--- src/image_readout_pkg.sv ---
// Purpose: shared constants for the image readout sequencer and its controller
// Assumes: one 250 MHz reference clock drives both ends
// Notes: all counts are in master clock periods unless named otherwise
package image_readout_pkg;

  // array geometry
  localparam int ARRAY_COLS = 640;
  localparam int ARRAY_ROWS = 480;
  localparam int COL_W = 10;
  localparam int ROW_W = 9;
  localparam int PIX_W = 10;
  localparam int COL_GRANULE_BITS = 3;
  localparam int KERNEL_PIX = 4;

  // clocking
  localparam int REF_CLK_PERIOD_PS = 4000;
  localparam int MASTER_CLK_PERIOD_PS = 12500;
  localparam int MASTER_DIV = (MASTER_CLK_PERIOD_PS + REF_CLK_PERIOD_PS - 1) / REF_CLK_PERIOD_PS;

  // converter latency: 5.5 converter cycles, one converter cycle is four pixel periods
  localparam int ADC_LATENCY_HALF_CYCLES = 11;
  localparam int ADC_LATENCY_PIX = ADC_LATENCY_HALF_CYCLES * KERNEL_PIX / 2;

  // overhead times
  localparam logic [10:0] FOT_GRAN3 = 11'd1200;
  localparam logic [10:0] FOT_GRAN2 = 11'd624;
  localparam logic [10:0] FOT_GRAN1 = 11'd336;
  localparam logic [10:0] FOT_GRAN0 = 11'd192;
  localparam logic [10:0] ROT_GRAN3 = 11'd48;
  localparam logic [10:0] ROT_GRAN2 = 11'd32;
  localparam logic [10:0] ROT_GRAN1 = 11'd24;
  localparam logic [10:0] ROT_GRAN0 = 11'd20;
  localparam logic [10:0] ROT_SUBSAMPLE_EXTRA = 11'd8;

  // gain arithmetic in Q8
  localparam int GAIN_FRAC = 8;
  localparam logic [11:0] GAIN_UNITY = 12'h100;

  // controller register map (byte addresses)
  localparam logic [7:0] CTRL_ADDR = 8'h00;
  localparam logic [7:0] WINDOW_ADDR = 8'h04;
  localparam logic [7:0] SIZE_ADDR = 8'h08;
  localparam logic [7:0] LEVEL_ADDR = 8'h0c;
  localparam logic [7:0] STATUS_ADDR = 8'h10;

  // field positions
  localparam int CTRL_RUN = 0;
  localparam int CTRL_SUB = 1;
  localparam int CTRL_GRAN_LO = 2;
  localparam int CTRL_UNITY = 4;
  localparam int CTRL_BYPASS = 5;
  localparam int CTRL_GAIN_LO = 6;
  localparam int HI_FIELD_LO = 16;
  localparam int LEVEL_BLACK_LO = 8;
  localparam int LEVEL_PIVOT_LO = 16;

  // reset values
  localparam logic [31:0] CTRL_RST = 32'h0000_0008;
  localparam logic [31:0] WINDOW_RST = 32'h0000_0000;
  localparam logic [31:0] SIZE_RST = 32'h01e0_0280;
  localparam logic [7:0] OFFSET_RST = 8'h64;
  localparam logic [7:0] BLACK_RST = 8'h00;
  localparam logic [7:0] PIVOT_RST = 8'hff;

  typedef enum logic [1:0] {
    SEQ_IDLE = 2'b00,
    SEQ_FOT = 2'b01,
    SEQ_ROT = 2'b11,
    SEQ_LINE = 2'b10
  } seq_state_type;

  function automatic logic [10:0] frameOverhead(input logic [1:0] gran);
    case (gran)
      2'b11: frameOverhead = FOT_GRAN3;
      2'b10: frameOverhead = FOT_GRAN2;
      2'b01: frameOverhead = FOT_GRAN1;
      default: frameOverhead = FOT_GRAN0;
    endcase
  endfunction

  function automatic logic [10:0] rowOverhead(input logic [1:0] gran, input logic sub);
    logic [10:0] base;
    case (gran)
      2'b11: base = ROT_GRAN3;
      2'b10: base = ROT_GRAN2;
      2'b01: base = ROT_GRAN1;
      default: base = ROT_GRAN0;
    endcase
    rowOverhead = sub ? base + ROT_SUBSAMPLE_EXTRA : base;
  endfunction

  function automatic logic [11:0] gainStep(input logic [3:0] code);
    case (code)
      4'h0: gainStep = 12'h152;
      4'h1: gainStep = 12'h18f;
      4'h2: gainStep = 12'h1da;
      4'h3: gainStep = 12'h22e;
      4'h4: gainStep = 12'h294;
      4'h5: gainStep = 12'h30d;
      4'h6: gainStep = 12'h397;
      4'h7: gainStep = 12'h438;
      4'h8: gainStep = 12'h4e6;
      4'h9: gainStep = 12'h5d7;
      4'ha: gainStep = 12'h6d7;
      4'hb: gainStep = 12'h805;
      4'hc: gainStep = 12'h961;
      4'hd: gainStep = 12'hb33;
      4'he: gainStep = 12'hd1f;
      default: gainStep = 12'hf61;
    endcase
  endfunction

endpackage

--- src/image_readout_if.sv ---
// Purpose: link between the image sensor sequencer and its camera controller
// Assumes: both ends run on the same reference clock
// Notes: configuration travels as parallel levels; serial framing is not modelled
`timescale 1ns/1ps
`default_nettype none
interface image_readout_if;
  import image_readout_pkg::*;

  logic pixClkEn;
  logic sensorReset_n;
  logic [1:0] granularitySelect;
  logic subsample;
  logic [COL_W-1:0] windowColStart;
  logic [ROW_W-1:0] windowRowStart;
  logic [COL_W-1:0] windowWidthCount;
  logic [ROW_W-1:0] frameLineTimer;
  logic [3:0] ampGainCode;
  logic ampUnitySelect;
  logic preDivideBypass;
  logic [7:0] offsetLevel;
  logic [7:0] blackLevel;
  logic [7:0] pivotLevel;
  logic [PIX_W-1:0] pixelData;
  logic lineValid;
  logic frameValid;

  modport sensor (
    input pixClkEn, sensorReset_n, granularitySelect, subsample, windowColStart,
    input windowRowStart, windowWidthCount, frameLineTimer, ampGainCode, ampUnitySelect,
    input preDivideBypass, offsetLevel, blackLevel, pivotLevel,
    output pixelData, lineValid, frameValid
  );

  modport controller (
    output pixClkEn, sensorReset_n, granularitySelect, subsample, windowColStart,
    output windowRowStart, windowWidthCount, frameLineTimer, ampGainCode, ampUnitySelect,
    output preDivideBypass, offsetLevel, blackLevel, pivotLevel,
    input pixelData, lineValid, frameValid
  );
endinterface
`default_nettype wire

--- src/image_sensor_end.sv ---
// Purpose: readout sequencer and pixel output path of the sensor end
// Assumes: link inputs come from logic on ref_clk; pixClkEn paces master clock periods
// Notes: pixel levels are a synthetic pattern standing in for the analog array
`timescale 1ns/1ps
`default_nettype none
// Behaviour
// - loaded window read progressively, line after line
// - columns in eight-pixel granules, rows single lines
// - scan starts at loaded column and row
// - width from width setting, lines from timer
// - four converters sampled per kernel, interleaved
// - frame is overhead plus rows of overhead+pixels
// - frame overhead 1200/624/336/192 by granularity
// - row overhead 48/32/24/20 by granularity
// - subsampling adds eight periods per row overhead
// - controller uses even rows when subsampling
// - results appear 5.5 converter cycles after sampling
// - offset equals offset level minus black level
// - default offset 200 mV, 340 mV recommended
// - four-bit code selects sixteen gain steps
// - unity select overrides the gain code
// - pre-divide halves signal unless bypassed
// - gain pivots about the calibration level
// - red filter sits on pixel zero zero
// - line valid marks valid pixel cycles
// - frame valid high during frame readout
// - controller drives reset and master clock
module image_sensor_end
  import image_readout_pkg::*;
#(
  parameter int PIPE_DEPTH = ADC_LATENCY_PIX,
  parameter bit COLOUR = 1'b1
) (
  // clock and reset
  input wire logic ref_clk,
  input wire logic reset_n,
  // link to the controller
  image_readout_if.sensor link,
  // scan observation
  output logic [ROW_W-1:0] scanRow,
  output logic frameDone
);
  if (PIPE_DEPTH < 1) begin : gBadDepth
    $error("PIPE_DEPTH must be at least one");
  end

  seq_state_type state_q;
  logic [10:0] ovhCnt_q;
  logic [COL_W-1:0] pixCnt_q;
  logic [ROW_W-1:0] lineCnt_q;
  logic [ROW_W-1:0] rowAddr_q;
  logic inFrame_q;
  logic frameDone_q;
  logic [1:0] granQ;
  logic subQ;
  logic [COL_W-1:0] colStartQ;
  logic [ROW_W-1:0] rowStartQ;
  logic [COL_W-1:0] widthQ;
  logic [ROW_W-1:0] linesQ;
  logic emitLine_q;
  logic emitFrame_q;
  logic [1:0] emitPhase_q;
  logic [PIX_W-1:0] convCode [KERNEL_PIX];
  logic [PIX_W+1:0] pipe_q [PIPE_DEPTH];
  logic step;
  logic latchCfg;
  logic lastPix;
  logic lastLine;
  logic kernelStart;

  assign step = link.pixClkEn;
  assign lastPix = (pixCnt_q == widthQ - 1'b1);
  assign lastLine = (lineCnt_q == linesQ - 1'b1);
  assign latchCfg = step && (state_q == SEQ_IDLE || (state_q == SEQ_LINE && lastPix && lastLine));
  assign kernelStart = step && state_q == SEQ_LINE && pixCnt_q[1:0] == 2'b00;

  // synthetic array level, red sites biased so the mosaic phase is visible
  function automatic logic [PIX_W-1:0] arrayLevel(input logic [ROW_W-1:0] row,
                                                  input logic [COL_W-1:0] col);
    logic [PIX_W-1:0] base;
    base = col ^ {1'b0, row};
    if (COLOUR && !row[0] && !col[0]) begin
      base = base | 10'h200;
    end
    arrayLevel = base;
  endfunction

  // configuration is taken at each frame start so a frame is never mixed
  always_ff @(posedge ref_clk or negedge reset_n) begin
    if (!reset_n) begin
      granQ <= 2'b00;
      subQ <= 1'b0;
      colStartQ <= '0;
      rowStartQ <= '0;
      widthQ <= SIZE_RST[COL_W-1:0];
      linesQ <= SIZE_RST[HI_FIELD_LO +: ROW_W];
    end else if (latchCfg) begin
      granQ <= link.granularitySelect;
      subQ <= link.subsample;
      colStartQ <= {link.windowColStart[COL_W-1:COL_GRANULE_BITS], 3'b000};
      rowStartQ <= link.windowRowStart;
      widthQ <= {link.windowWidthCount[COL_W-1:COL_GRANULE_BITS], 3'b000};
      linesQ <= link.frameLineTimer;
    end
  end

  // readout sequencer: overhead, then rows of overhead plus pixels
  always_ff @(posedge ref_clk or negedge reset_n) begin
    if (!reset_n) begin
      state_q <= SEQ_IDLE;
      ovhCnt_q <= '0;
      pixCnt_q <= '0;
      lineCnt_q <= '0;
      rowAddr_q <= '0;
      inFrame_q <= 1'b0;
      frameDone_q <= 1'b0;
    end else if (!link.sensorReset_n) begin
      state_q <= SEQ_IDLE;
      inFrame_q <= 1'b0;
      frameDone_q <= 1'b0;
    end else begin
      frameDone_q <= 1'b0;
      if (step) begin
        case (state_q)
          SEQ_IDLE: begin
            state_q <= SEQ_FOT;
            ovhCnt_q <= frameOverhead(link.granularitySelect) - 1'b1;
          end
          SEQ_FOT: begin
            if (ovhCnt_q == '0) begin
              state_q <= SEQ_ROT;
              ovhCnt_q <= rowOverhead(granQ, subQ) - 1'b1;
              lineCnt_q <= '0;
              rowAddr_q <= rowStartQ;
              inFrame_q <= 1'b1;
            end else begin
              ovhCnt_q <= ovhCnt_q - 1'b1;
            end
          end
          SEQ_ROT: begin
            if (ovhCnt_q == '0) begin
              state_q <= SEQ_LINE;
              pixCnt_q <= '0;
            end else begin
              ovhCnt_q <= ovhCnt_q - 1'b1;
            end
          end
          default: begin
            if (lastPix) begin
              if (lastLine) begin
                state_q <= SEQ_FOT;
                ovhCnt_q <= frameOverhead(link.granularitySelect) - 1'b1;
                inFrame_q <= 1'b0;
                frameDone_q <= 1'b1;
              end else begin
                state_q <= SEQ_ROT;
                ovhCnt_q <= rowOverhead(granQ, subQ) - 1'b1;
                lineCnt_q <= lineCnt_q + 1'b1;
                rowAddr_q <= rowAddr_q + (subQ ? 9'd2 : 9'd1);
              end
            end else begin
              pixCnt_q <= pixCnt_q + 1'b1;
            end
          end
        endcase
      end
    end
  end

  // four converters sample one kernel of adjacent pixels together
  for (genvar k = 0; k < KERNEL_PIX; k++) begin : gConv
    pixel_conditioner uConv (
      .ref_clk(ref_clk),
      .reset_n(reset_n),
      .sampleEn(kernelStart),
      .rawLevel(arrayLevel(rowAddr_q, colStartQ + pixCnt_q + COL_W'(k))),
      .offsetLevel(link.offsetLevel),
      .blackLevel(link.blackLevel),
      .pivotLevel(link.pivotLevel),
      .ampGainCode(link.ampGainCode),
      .ampUnitySelect(link.ampUnitySelect),
      .preDivideBypass(link.preDivideBypass),
      .sampleCode(convCode[k])
    );
  end

  // interleave phase follows the pixel that was sampled one period earlier
  always_ff @(posedge ref_clk or negedge reset_n) begin
    if (!reset_n) begin
      emitLine_q <= 1'b0;
      emitFrame_q <= 1'b0;
      emitPhase_q <= 2'b00;
    end else if (step) begin
      emitLine_q <= (state_q == SEQ_LINE) && link.sensorReset_n;
      // same stage as the line flag, else the last pixel falls outside the frame
      emitFrame_q <= inFrame_q;
      emitPhase_q <= pixCnt_q[1:0];
    end
  end

  // converter latency: flags travel with the data so valid lines stay aligned
  always_ff @(posedge ref_clk or negedge reset_n) begin
    if (!reset_n) begin
      for (int i = 0; i < PIPE_DEPTH; i++) begin
        pipe_q[i] <= '0;
      end
    end else if (!link.sensorReset_n) begin
      for (int i = 0; i < PIPE_DEPTH; i++) begin
        pipe_q[i] <= '0;
      end
    end else if (step) begin
      pipe_q[0] <= {emitFrame_q, emitLine_q, convCode[emitPhase_q]};
      for (int i = 1; i < PIPE_DEPTH; i++) begin
        pipe_q[i] <= pipe_q[i-1];
      end
    end
  end

  assign link.pixelData = pipe_q[PIPE_DEPTH-1][PIX_W-1:0];
  assign link.lineValid = pipe_q[PIPE_DEPTH-1][PIX_W];
  assign link.frameValid = pipe_q[PIPE_DEPTH-1][PIX_W+1];
  assign scanRow = rowAddr_q;
  assign frameDone = frameDone_q;
endmodule // image_sensor_end
`default_nettype wire

--- src/pixel_conditioner.sv ---
// Purpose: offset and gain conditioning of one converter's sample
// Assumes: levels are in converter codes, pivot scaled from 8 to 10 bits
// Notes: result is clamped to the converter range and held until the next sample
`timescale 1ns/1ps
`default_nettype none
module pixel_conditioner
  import image_readout_pkg::*;
(
  // clock and reset
  input wire logic ref_clk,
  input wire logic reset_n,
  // sample strobe and level
  input wire logic sampleEn,
  input wire logic [PIX_W-1:0] rawLevel,
  // analog settings
  input wire logic [7:0] offsetLevel,
  input wire logic [7:0] blackLevel,
  input wire logic [7:0] pivotLevel,
  input wire logic [3:0] ampGainCode,
  input wire logic ampUnitySelect,
  input wire logic preDivideBypass,
  // converted code
  output logic [PIX_W-1:0] sampleCode
);
  logic [11:0] gain;
  logic signed [13:0] shifted;
  logic signed [13:0] pivot;
  logic signed [27:0] amplified;
  logic signed [27:0] level;
  logic [PIX_W-1:0] sampleCode_d;

  always_comb begin
    gain = ampUnitySelect ? GAIN_UNITY : gainStep(ampGainCode);
    if (!preDivideBypass) begin
      gain = {1'b0, gain[11:1]};
    end
    shifted = $signed({4'h0, rawLevel}) + $signed({6'h00, offsetLevel})
      - $signed({6'h00, blackLevel});
    pivot = $signed({4'h0, pivotLevel, 2'b00});
    amplified = (shifted - pivot) * $signed({2'b00, gain});
    level = (amplified >>> GAIN_FRAC) + 28'(pivot);
    if (level < 0) begin
      sampleCode_d = '0;
    end else if (level > 28'sd1023) begin
      sampleCode_d = '1;
    end else begin
      sampleCode_d = level[PIX_W-1:0];
    end
  end

  always_ff @(posedge ref_clk or negedge reset_n) begin
    if (!reset_n) begin
      sampleCode <= '0;
    end else if (sampleEn) begin
      sampleCode <= sampleCode_d;
    end
  end
endmodule // pixel_conditioner
`default_nettype wire
--- src/flat_wrapper.sv ---
// flat-port wrapper written by rule: the top's interface ports become plain ports
module image_sensor_end_flat import image_readout_pkg::*;
#(
  parameter int PIPE_DEPTH = ADC_LATENCY_PIX,
  parameter bit COLOUR = 1'b1
)
  (ref_clk, reset_n, scanRow, frameDone, link_pixClkEn, link_sensorReset_n, link_granularitySelect, link_subsample, link_windowColStart, link_windowRowStart, link_windowWidthCount, link_frameLineTimer, link_ampGainCode, link_ampUnitySelect, link_preDivideBypass, link_offsetLevel, link_blackLevel, link_pivotLevel, link_pixelData, link_lineValid, link_frameValid);
  image_readout_if link_i ();
  input wire logic ref_clk;
  input wire logic reset_n;
  output logic [ROW_W-1:0] scanRow;
  output logic frameDone;
  input wire logic [$bits(link_i.pixClkEn)-1:0] link_pixClkEn;
  input wire logic [$bits(link_i.sensorReset_n)-1:0] link_sensorReset_n;
  input wire logic [$bits(link_i.granularitySelect)-1:0] link_granularitySelect;
  input wire logic [$bits(link_i.subsample)-1:0] link_subsample;
  input wire logic [$bits(link_i.windowColStart)-1:0] link_windowColStart;
  input wire logic [$bits(link_i.windowRowStart)-1:0] link_windowRowStart;
  input wire logic [$bits(link_i.windowWidthCount)-1:0] link_windowWidthCount;
  input wire logic [$bits(link_i.frameLineTimer)-1:0] link_frameLineTimer;
  input wire logic [$bits(link_i.ampGainCode)-1:0] link_ampGainCode;
  input wire logic [$bits(link_i.ampUnitySelect)-1:0] link_ampUnitySelect;
  input wire logic [$bits(link_i.preDivideBypass)-1:0] link_preDivideBypass;
  input wire logic [$bits(link_i.offsetLevel)-1:0] link_offsetLevel;
  input wire logic [$bits(link_i.blackLevel)-1:0] link_blackLevel;
  input wire logic [$bits(link_i.pivotLevel)-1:0] link_pivotLevel;
  output wire logic [$bits(link_i.pixelData)-1:0] link_pixelData;
  output wire logic [$bits(link_i.lineValid)-1:0] link_lineValid;
  output wire logic [$bits(link_i.frameValid)-1:0] link_frameValid;
  assign link_i.pixClkEn = link_pixClkEn;
  assign link_i.sensorReset_n = link_sensorReset_n;
  assign link_i.granularitySelect = link_granularitySelect;
  assign link_i.subsample = link_subsample;
  assign link_i.windowColStart = link_windowColStart;
  assign link_i.windowRowStart = link_windowRowStart;
  assign link_i.windowWidthCount = link_windowWidthCount;
  assign link_i.frameLineTimer = link_frameLineTimer;
  assign link_i.ampGainCode = link_ampGainCode;
  assign link_i.ampUnitySelect = link_ampUnitySelect;
  assign link_i.preDivideBypass = link_preDivideBypass;
  assign link_i.offsetLevel = link_offsetLevel;
  assign link_i.blackLevel = link_blackLevel;
  assign link_i.pivotLevel = link_pivotLevel;
  assign link_pixelData = link_i.pixelData;
  assign link_lineValid = link_i.lineValid;
  assign link_frameValid = link_i.frameValid;
  image_sensor_end #(.PIPE_DEPTH(PIPE_DEPTH), .COLOUR(COLOUR)) u_core (.ref_clk(ref_clk), .reset_n(reset_n), .link(link_i), .scanRow(scanRow), .frameDone(frameDone));
endmodule
--- config.mk ---
export PLATFORM = sky130hd
export DESIGN_NAME = image_sensor_end_flat
export DESIGN_NICKNAME = d
export VERILOG_FILES = /design/src/image_readout_pkg.sv /design/src/image_readout_if.sv /design/src/image_sensor_end.sv /design/src/pixel_conditioner.sv /design/src/flat_wrapper.sv
export SDC_FILE = /design/constraint.sdc
export NUM_CORES = 2
export LEC_CHECK = 0
export BUFFER_PORTS_ARGS = -buffer_cell sky130_fd_sc_hd__buf_2
export CAP_MARGIN = 20
export CORE_MARGIN = 5
export CORE_UTILIZATION = 46
export DETAILED_ROUTE_END_ITERATION = 10
export PLACE_DENSITY_LB_ADDON = 0.1
export REMOVE_ABC_BUFFERS = 1
export SLEW_MARGIN = 20
export SYNTH_ARGS = -nofsm -noshare
export SYNTH_HDL_FRONTEND = slang
export SYNTH_SLANG_ARGS = --single-unit
--- constraint.sdc ---
create_clock -name ref_clk -period 17.7 [get_ports ref_clk]
set_input_delay 0.885 -clock ref_clk [delete_from_list [all_inputs] [get_ports ref_clk]]
set_output_delay 0.885 -clock ref_clk [all_outputs]
set_load 0.005 [all_outputs]
==> reports/results.txt <==
Status - finished, final reports clean
Vias per cell - 5.28
Vias in the first global route - 36000
Post-CTS Setup Bufs - 0
Critical-path top delay cell - xor2_1
Drt pass-1 iters - 5
Die height - 335 µm
Largest net degree at the start of global routing - 164
Crit Path Category - reg -> reg
Worst-skew pair later-pin latency - 0.62 ns
DR vias - 35100
I/O Pins - 97
HP Class - in -> async
Worst setup EP type - flip-flop
Final Critical Period - 12.93 ns
Buffer depth of the longest clock path - 3
Final period util - 0.731
Initial DRC count - 2171
Highest Clock Rate - 0.0773 GHz
Worst Setup Start Kind - flip-flop
Routed WL per cell - 18.9 µm
Share of synthesized registers carrying an async set or reset - 1.00
CP Max Fanout - 12
Global-route usage over all layers - 0.226
Actual slew at the worst max-slew pin - 1.07 ns
Row cnt - 119
Root Buffer - clkbuf_16
Final setup skew - 0.0352 ns
TritonCTS Sinks - 386
Core footprint - 105000 µm²
Max Slew Vio Count - 0
Global-route wire length before repair - 202000 µm
Post-synthesis cell count - 5243
H-tree Lvls - 2
Unrepaired setup endpoints after global routing - no
Die area - 113000 µm²
Placed wire-length estimate - 97100 µm
Clock transition at path regs - 0.06 ns
Yosys Warn Count - 0
Layout Nets - 6305
CP arrival - 13.39 ns
Average size of a mapped cell - 9.29 µm²
Critical Path Max Stage Delay - 0.81 ns
Top_reg_cell synth - dfrtp_1
Final WL - 126000 µm
Initial core utilization - 0.463
Number of synthesized flops with an enable pin - 0
CP most frequent cell - fa_1
TritonCTS buffer count - 43
Top cells by area, synth - fa_1, dfrtp_1, ha_1, inv_1, mux2i_1
Hold buffer count at CTS - 0
Number of I/O port buffers - 90
RD Place Congestion - 0.905
Resize count post-CTS - 0
Slew HR - 0.288
Final hold vios - 0
Area leader, netlist - fa_1
Grt ovf - 0
Initial antenna violation count - 13
Die Width - 335 µm
Area Overhead vs Synth - 7.01%
Flops & latches, synth - 386
# DRC - 0
Sequential fraction of the synthesis area - 0.198
Setup TNS - 0 ns
Synth cell types - 93
Share of Yosys cell area claimed by the top area cell type - 0.259
ANT nets after route - 0
Max-Cap Viols - 0
TritonCTS clock tree - yes
Final setup vio count - 0
Cell Area, Synth - 48700 µm²
Layout cells sized above 1 - 0.0593
Required time worst endpoint - 18.16 ns
## Yosys cell counts (13+ instances only)
| cell type | instances |
|---|---|
| a211oi_1 | 31 |
| a21o_1 | 90 |
| a21oi_1 | 177 |
| a31oi_1 | 17 |
| a32oi_1 | 13 |
| and2_1 | 51 |
| and3_1 | 21 |
| buf_1 | 43 |
| clkbuf_1 | 140 |
| dfrtp_1 | 380 |
| fa_1 | 630 |
| ha_1 | 375 |
| inv_1 | 874 |
| mux2_2 | 42 |
| mux2i_1 | 285 |
| nand2_1 | 423 |
| nand2b_1 | 85 |
| nand3_1 | 47 |
| nand4_1 | 14 |
| nor2_1 | 419 |
| nor2b_1 | 305 |
| nor3_1 | 62 |
| nor4b_1 | 14 |
| o21a_1 | 19 |
| o21ai_0 | 127 |
| o21bai_1 | 25 |
| or2_2 | 13 |
| or3_1 | 19 |
| xnor2_1 | 181 |
| xor2_1 | 97 |
## metrics by stage
stage / setup slack (ns) / hold slack [ns] / util / instance area (µm²) / std cells
finish: 4.77 / 0.352 / 0.495 / 52100 / 6655
global route: 3.90 / 0.407 / 0.495 / 52100 / 6650
CTS: 4.81 / 0.359 / 0.495 / 52100 / 6650
detailed placement: 4.83 / 0.487 / 0.481 / 50600 / 6571
global placement: 4.88 / 0.482 / 0.481 / 50600 / 6571
floorplan: 6.46 / 0.470 / - / 47900 / 5042
## registers in the layout (all words and copies together), names as in the netlist, 2 cells and up
signal and count:
u_core.granQ 2, u_core.state_q 2, u_core.pipe_q 252, u_core.rowStartQ 9, u_core.widthQ 7, u_core.scanRow 9
u_core.ovhCnt_q 11, u_core.emitPhase_q 2, u_core.linesQ 9, u_core.gConv.uConv.sampleCode 40, u_core.link.pixelData 10, u_core.pixCnt_q 10
u_core.colStartQ 7, u_core.lineCnt_q 9
## metal layers
metal  up-vias  share of wire  GRT usage
met2       672           0.45      0.360
met5         -        0.00098          0
met3       159          0.054     0.0366
met4        18          0.024     0.0523
met1     17600           0.47      0.325
li1      16700              -          -
## cell usage in the layout (no fill, tap or decap), types with 17 or more instances in the layout
cell       netlist  final
buf_2            7     87
nor2b_1        305    305
xnor2_1        181    181
clkbuf_16        0     43
and2_1          51     51
buf_4           10     45
o21bai_1        25     24
xor2_1          97     97
nor2_1         419    419
nand2_1        423    422
nor3_1          62     62
mux2_2          42     42
mux2i_1        285    285
or3_1           19     19
inv_1          874    874
ha_1           375    375
a21o_1          90     89
nand3_1         47     46
a211oi_1        31     30
dfrtp_1        380    380
o21a_1          19     19
a31oi_1         17     17
fa_1           630    630
a21oi_1        177    176
and3_1          21     21
o21ai_0        127    126
nand2b_1        85     85
## critical path, delay by kind of cell (launching register included)
family	cells	cell delay, ns
xor gates and xnor gates	4	1.92
buffers and inverters	4	0.33
and+or+nand+nor	8	1.73
adders and majority gates	12	5.21
DFF	1	0.46
AOI/OAI and AO/OA	12	3.10
## logic make-up (layout without fill, tap and decap cells)
group | count (synthesis) | in the layout | share of synthesized area
fa+ha+maj | 1005 | 1005 | 0.355
other cells | 0 | 5 | 0
mux | 337 | 337 | 0.0729
xor+xnor | 279 | 279 | 0.0503
buf+inv | 1075 | 1091 | 0.0839
flops | 386 | 386 | 0.198
compound gates | 625 | 625 | 0.0846
simple gates | 1536 | 1536 | 0.155
## worst paths after layout
| path | from | to | slack, ns | cells after the start |
|---|---|---|---|---|
| worst max register to register | u_core.pixCnt_q[3] | u_core.gConv[0].uConv.sampleCode[2] | 4.77 | 40 |
| worst min register to register | u_core.rowStartQ[7] | u_core.rowStartQ[7] | 0.50 | 1 |
| worst min-delay path | reset_n | u_core.link.pixelData[9] | 0.35 | 1 |
| min in group ref_clk | u_core.rowStartQ[7] | u_core.rowStartQ[7] | 0.50 | 1 |
| worst max-delay path | u_core.pixCnt_q[3] | u_core.gConv[0].uConv.sampleCode[2] | 4.77 | 40 |
| max in group asynchronous | reset_n | u_core.pipe_q[12] | 15.97 | 2 |
## final cells by class
cell class,instances,area (µm²)
fillers,10000,53100
multi-input cells,3782,35000
flip-flops and latches,386,9670
inverters,874,3280
well taps,1391,1740
clock buffers,65,1240
repair buffers,138,875
clock inverters,14,278
diodes,5,12.5
Power is not shown: default switching activity piles up to over one toggle a cycle in this logic, so the estimate is an artifact.
